--- src/rtl/blcr_params.svh ---
`ifndef BLCR_PARAMS_SVH
`define BLCR_PARAMS_SVH

// Register offsets
`define BLCR_OFS_SELECT 8'h24
`define BLCR_OFS_HIGH 8'h25
`define BLCR_OFS_LOW 8'h26

// Field positions
`define BLCR_SEL_BIT 0
`define BLCR_HIGH_BIT 0
`define BLCR_RESULT_MSB 8

// Reset values
`define BLCR_SELECT_RST 8'h00
`define BLCR_RESULT_RST 9'h000
`define BLCR_MA_RST 14'h0000

// Scale of one result step in mA
`define BLCR_LSB_MA 14'h0014

`endif

--- src/rtl/blcr_pkg.sv ---
package blcr_pkg;

    typedef enum logic [0:0] {
        BLCR_IDLE = 1'b0,
        BLCR_BUSY = 1'b1
    } blcr_state_t;

    typedef logic [8:0] blcr_result_t;

endpackage

--- src/rtl/blcr_load_readout.sv ---
`timescale 1ns/1ps
// Overview of operation
// - Each write to the select register starts a new load current measurement.
// - Select bit 0 picks converter: 0 first, 1 second.
// - Upper result register holds result bit 8 at bit 0; bits 7:1 read zero.
// - Lower result register holds result bits 7:0.
// - Result is scaled 20 mA per step, 10.22 A at full scale.
`include "blcr_params.svh"

module blcr_load_readout
    import blcr_pkg::*;
(
    // Clock and reset
    input wire logic clk,
    input wire logic rst,
    // Register port
    input wire logic [7:0] regAddr,
    input wire logic regWrEn,
    input wire logic [7:0] regWrData,
    input wire logic regRdEn,
    output logic [7:0] regRdData,
    // Current sensing front end
    output logic measStart,
    output logic measConverter,
    input wire logic measDone,
    input wire logic [8:0] measValue,
    // Status
    output logic measBusy,
    output logic [13:0] loadCurrentMa
);

    // Register state
    logic [7:0] selectReg_ff;
    logic [7:0] nxt_select;
    blcr_result_t result_ff;
    blcr_result_t nxt_result;
    logic [13:0] currentMa_ff;
    logic [13:0] nxt_currentMa;
    logic [7:0] rdData_ff;
    logic [7:0] nxt_rdData;

    // Measurement control
    blcr_state_t state_ff;
    blcr_state_t nxt_state;
    logic measStart_ff;
    logic nxt_measStart;
    logic busy_ff;
    logic nxt_busy;

    // Decoded strobes
    logic selWrite;
    logic doneTake;

    function automatic logic isSelectWrite(input logic [7:0] addr, input logic wrEn);
        logic hit;
        hit = wrEn && (addr == `BLCR_OFS_SELECT);
        return hit;
    endfunction

    // Completion counts only while busy, outside the start cycle and a new write
    function automatic logic acceptDone(input blcr_state_t state, input logic done,
                                        input logic startCycle, input logic newWrite);
        logic take;
        take = (state == BLCR_BUSY) && done && !startCycle && !newWrite;
        return take;
    endfunction

    function automatic logic [13:0] scaleToMa(input blcr_result_t code);
        logic [13:0] wide;
        wide = 14'({5'h00, code}) * `BLCR_LSB_MA;
        return wide;
    endfunction

    // Upper result view, reserved bits forced low
    function automatic logic [7:0] highView(input blcr_result_t res);
        logic [7:0] data;
        data = 8'h00;
        data[`BLCR_HIGH_BIT] = res[`BLCR_RESULT_MSB];
        return data;
    endfunction

    function automatic logic [7:0] lowView(input blcr_result_t res);
        logic [7:0] data;
        data = res[7:0];
        return data;
    endfunction

    function automatic logic [7:0] readMux(input logic [7:0] addr, input logic [7:0] sel,
                                           input blcr_result_t res);
        logic [7:0] data;
        data = 8'h00;
        case (addr)
            `BLCR_OFS_SELECT: data = sel;
            `BLCR_OFS_HIGH: data = highView(res);
            `BLCR_OFS_LOW: data = lowView(res);
            default: data = 8'h00;
        endcase
        return data;
    endfunction

    // Strobes decoded once, shared by state and result logic
    assign selWrite = isSelectWrite(regAddr, regWrEn);
    assign doneTake = acceptDone(state_ff, measDone, measStart_ff, selWrite);

    // Select register, reserved bits stored as written
    always_comb begin
        nxt_select = selectReg_ff;
        if (selWrite) begin
            nxt_select = regWrData;
        end
    end

    always_ff @(posedge clk) begin
        if (rst) begin
            selectReg_ff <= `BLCR_SELECT_RST;
        end else begin
            selectReg_ff <= nxt_select;
        end
    end

    // One start pulse per write, even while busy
    always_comb begin
        nxt_measStart = 1'b0;
        if (selWrite) begin
            nxt_measStart = 1'b1;
        end
    end

    always_ff @(posedge clk) begin
        if (rst) begin
            measStart_ff <= 1'b0;
        end else begin
            measStart_ff <= nxt_measStart;
        end
    end

    always_comb begin
        nxt_state = state_ff;
        case (state_ff)
            BLCR_IDLE: begin
                if (selWrite) begin
                    nxt_state = BLCR_BUSY;
                end
            end
            BLCR_BUSY: begin
                if (selWrite) begin
                    nxt_state = BLCR_BUSY;
                end else if (doneTake) begin
                    nxt_state = BLCR_IDLE;
                end
            end
            default: nxt_state = BLCR_IDLE;
        endcase
    end

    always_ff @(posedge clk) begin
        if (rst) begin
            state_ff <= BLCR_IDLE;
        end else begin
            state_ff <= nxt_state;
        end
    end

    // Busy port kept in its own flop, mirrors the next state
    always_comb begin
        nxt_busy = 1'b0;
        if (nxt_state == BLCR_BUSY) begin
            nxt_busy = 1'b1;
        end
    end

    always_ff @(posedge clk) begin
        if (rst) begin
            busy_ff <= 1'b0;
        end else begin
            busy_ff <= nxt_busy;
        end
    end

    // Both result registers move on one edge
    always_comb begin
        nxt_result = result_ff;
        nxt_currentMa = currentMa_ff;
        if (doneTake) begin
            nxt_result = measValue;
            nxt_currentMa = scaleToMa(measValue);
        end
    end

    always_ff @(posedge clk) begin
        if (rst) begin
            result_ff <= `BLCR_RESULT_RST;
            currentMa_ff <= `BLCR_MA_RST;
        end else begin
            result_ff <= nxt_result;
            currentMa_ff <= nxt_currentMa;
        end
    end

    // Read data stands until the next read
    always_comb begin
        nxt_rdData = rdData_ff;
        if (regRdEn) begin
            nxt_rdData = readMux(regAddr, selectReg_ff, result_ff);
        end
    end

    always_ff @(posedge clk) begin
        if (rst) begin
            rdData_ff <= 8'h00;
        end else begin
            rdData_ff <= nxt_rdData;
        end
    end

    // Ports straight from flops
    assign regRdData = rdData_ff;
    assign measStart = measStart_ff;
    assign measConverter = selectReg_ff[`BLCR_SEL_BIT];
    assign measBusy = busy_ff;
    assign loadCurrentMa = currentMa_ff;

endmodule

--- config.mk ---
export PLATFORM = sky130hd
export DESIGN_NAME = blcr_load_readout
export DESIGN_NICKNAME = d
export VERILOG_FILES = /design/src/rtl/blcr_pkg.sv /design/src/rtl/blcr_load_readout.sv
export VERILOG_INCLUDE_DIRS = /design/src /design/src/rtl
export SDC_FILE = /design/constraint.sdc
export NUM_CORES = 1
export LEC_CHECK = 0
export BUFFER_PORTS_ARGS = -buffer_cell sky130_fd_sc_hd__buf_2
export CORE_MARGIN = 4
export CORE_UTILIZATION = 40
export CTS_BUF_LIST = sky130_fd_sc_hd__clkbuf_8
export CTS_CLUSTER_DIAMETER = 60
export DETAILED_ROUTE_END_ITERATION = 12
export GPL_ROUTABILITY_DRIVEN = 0
export PLACE_DENSITY = 0.65
export SLEW_MARGIN = 20
export SYNTH_ARGS = -nofsm -noshare
export SYNTH_HDL_FRONTEND = slang
export SYNTH_SLANG_ARGS = --single-unit
--- constraint.sdc ---
create_clock -name clk -period 4.75 [get_ports clk]
set_input_delay 0 -clock clk [delete_from_list [all_inputs] [get_ports clk]]
set_output_delay 0 -clock clk [all_outputs]
set_load 0.02 [all_outputs]
==> out/metrics.yaml <==
finalSetupViolCount: 0
drt_pass1_iterations: 4
postRouteAntennaNets: 0
layout-drive-gt1-share: 0.240
cts_setup_buffers: 0
root_buffer: "clkbuf_8"
dpl.hpwl_um: 3070
cts_tree: "yes"
syn_area_um2: 1850
relSlewSlack: 0.508
synthFlopType: "dfxtp_1"
peakVddDrop_v: 0.000135
synth_top_area_frac: 0.401
worstPathArrival_ns: 2.63
io_buffers: 52
skew_ns: 0.00329
cp_max_fo: 3
antenna_found_initial: 0
yosysTopAreaCell: "dfxtp_1"
routedWlPerCell_um: 13.0
die_h_um: 75.9
syn_area_per_cell_um2: 8.66
overflow: 0
core_um2: 4410
cts_resized: 0
grt_pass1_wl_um: 7360
synth_cell_types: 33
layout_commonest_cell: "buf_2"
row_count: 24
n_fill_cell: 427
critPathKind: "in -> reg"
status: "finished, final reports clean"
clk_path_buf_depth: 2
fmax_mhz: 416
synth_edf_count: 0
insertion_delay_ns: 0.29
final_nets: 320
drt_iter0_markers: 66
fin_crit_sh: 0.506
synthCells: 213
viasPerCell: 5.01
htreeDepth: 2
maxSlewViolCount: 0
grt_max_degree: 39
yosys_warnings: 0
wl_um: 4260
drv_cap: 0
postCtsHoldBufs: 17
cp-end-kind: "register"
worstSetupStartpointType: "primary input"
ioPinCount: 55
worst_slew_pin_slew_ns: 0.734
worst_hold_slack_ns: 0.0292
worstPathRequired_ns: 4.97
rsz0062_at_grt: "no"
holdCritPathClass: "in -> reg"
synthTopCellsByArea: "dfxtp_1 40%, ha_1 9.5%, a21oi_1 8.1%, nand2_1 7.1%, mux2i_1 4.9%"
powerDensity_nw_per_um2: 264
tns_ns: 0
hold_viol: 0
yosysSeqAreaShare: 0.401
cts_buffers: 5
start_util: 0.418
synthArstFlopShare: 0
die_x_um: 75.9
ys_ff_latch: 37
timing.final.crit_period_ns: 2.41
dieArea_um2: 5760
via_count: 1639
antennaDiodeCount: 0
clock-sinks: 37
areaGrowthSynthToFinish_pct: 27.5
p_leak_nw: 1.08
clk_pin_slew_ns: 0.07
grt_use_total: 0.156
grt_pass1_vias: 1612
final_cell_mix: "52 x buf_2, 37 x dfxtp_1, 35 x nand2_1"
drc: 0
[through the flow]
| step | setup WS [ns] | cells | cell area (um2) | power (mW) | util |
|---|---|---|---|---|---|
| after global routing | 2.27 | 327 | 2350 | 0.653 | 0.533 |
| after global placement | 2.51 | 303 | 2100 | 0.392 | 0.475 |
| final | 2.34 | 327 | 2350 | 0.621 | 0.533 |
| after floorplan | 2.85 | 214 | 1850 | 0.369 | - |
| after CTS | 2.35 | 327 | 2350 | 0.626 | 0.533 |
| after detailed placement | 2.43 | 303 | 2100 | 0.393 | 0.475 |
[per-layer routing]
metal / vias to the layer above / global-route usage / part of all wire
li1: 849 / - / -
met3: 7 / 0.0545 / 0.059
met2: 41 / 0.251 / 0.47
met4: 0 / 0.0694 / 0.019
met1: 742 / 0.187 / 0.46
met5: - / 0 / 0
[critical path: stages]
cell and delay [ns]:
dlygate4sd3_1 0.54, buf_2 0.14, ha_1 0.29, ha_1 0.21
inv_1 0.07, fa_1 0.25, nor2b_4 0.06, o31a_1 0.27
o31a_1 0.26, or4_1 0.40, a21oi_1 0.14
[cell type report]
class                   instances  area [um2]  area share
inverters                       4        15.0     0.00638
flip-flops and latches         37         741       0.315
repair buffers                 69         430       0.183
clock inverters                 1        3.75     0.00160
multi-input cells             158        1010       0.431
well taps                      52        65.1      0.0277
clock buffers                   6        82.6      0.0351
[cells in the mapped netlist (3+ instances only)]
cell type	count
nor2_1	18
nor2b_1	7
dfxtp_1	37
o21ai_0	5
xnor2_1	3
inv_1	4
mux2_2	7
a21oi_1	30
clkbuf_1	5
nand2_1	35
nor3_1	4
buf_4	4
buf_2	6
ha_1	14
mux2i_1	9
[registers in the layout, summed over array words and instances (netlist names)]
signal,count
loadCurrentMa,10
result_ff,9
regRdData,8
selectReg_ff,8
measStart,1
state_ff,1
[power breakdown]
group	total [mW]	leakage (nW)	switching, mW	internal [mW]
Combinational	0.0860	0.732	0.0427	0.0432
Sequential	0.310	0.298	0.0000960	0.310
Clock	0.225	0.0485	0.112	0.113
[cells by family (layout without fill, tap and decap cells)]
family	count (synthesis)	after routing	synth area share
XOR/XNOR	3	3	0.0142
buffers and inverters	19	80	0.0508
other	1	2	0.00203
flip-flops	37	37	0.401
adder cells (fa/ha/maj)	15	15	0.106
AND/OR/NAND/NOR	78	78	0.202
AO/OA/AOI/OAI	44	44	0.132
multiplexers	16	16	0.0915
[final timing paths]
kind | startpoint | to | slack (ns) | cells after the start
min | regAddr[6] | regRdData[0] | 0.03 | 4
max | measValue[1] | loadCurrentMa[11] | 2.34 | 11
max reg2reg | state_ff | loadCurrentMa[11] | 2.84 | 4
min reg2reg | loadCurrentMa[7] | loadCurrentMa[7] | 0.45 | 2
Power figures use the tool's default switching activity.
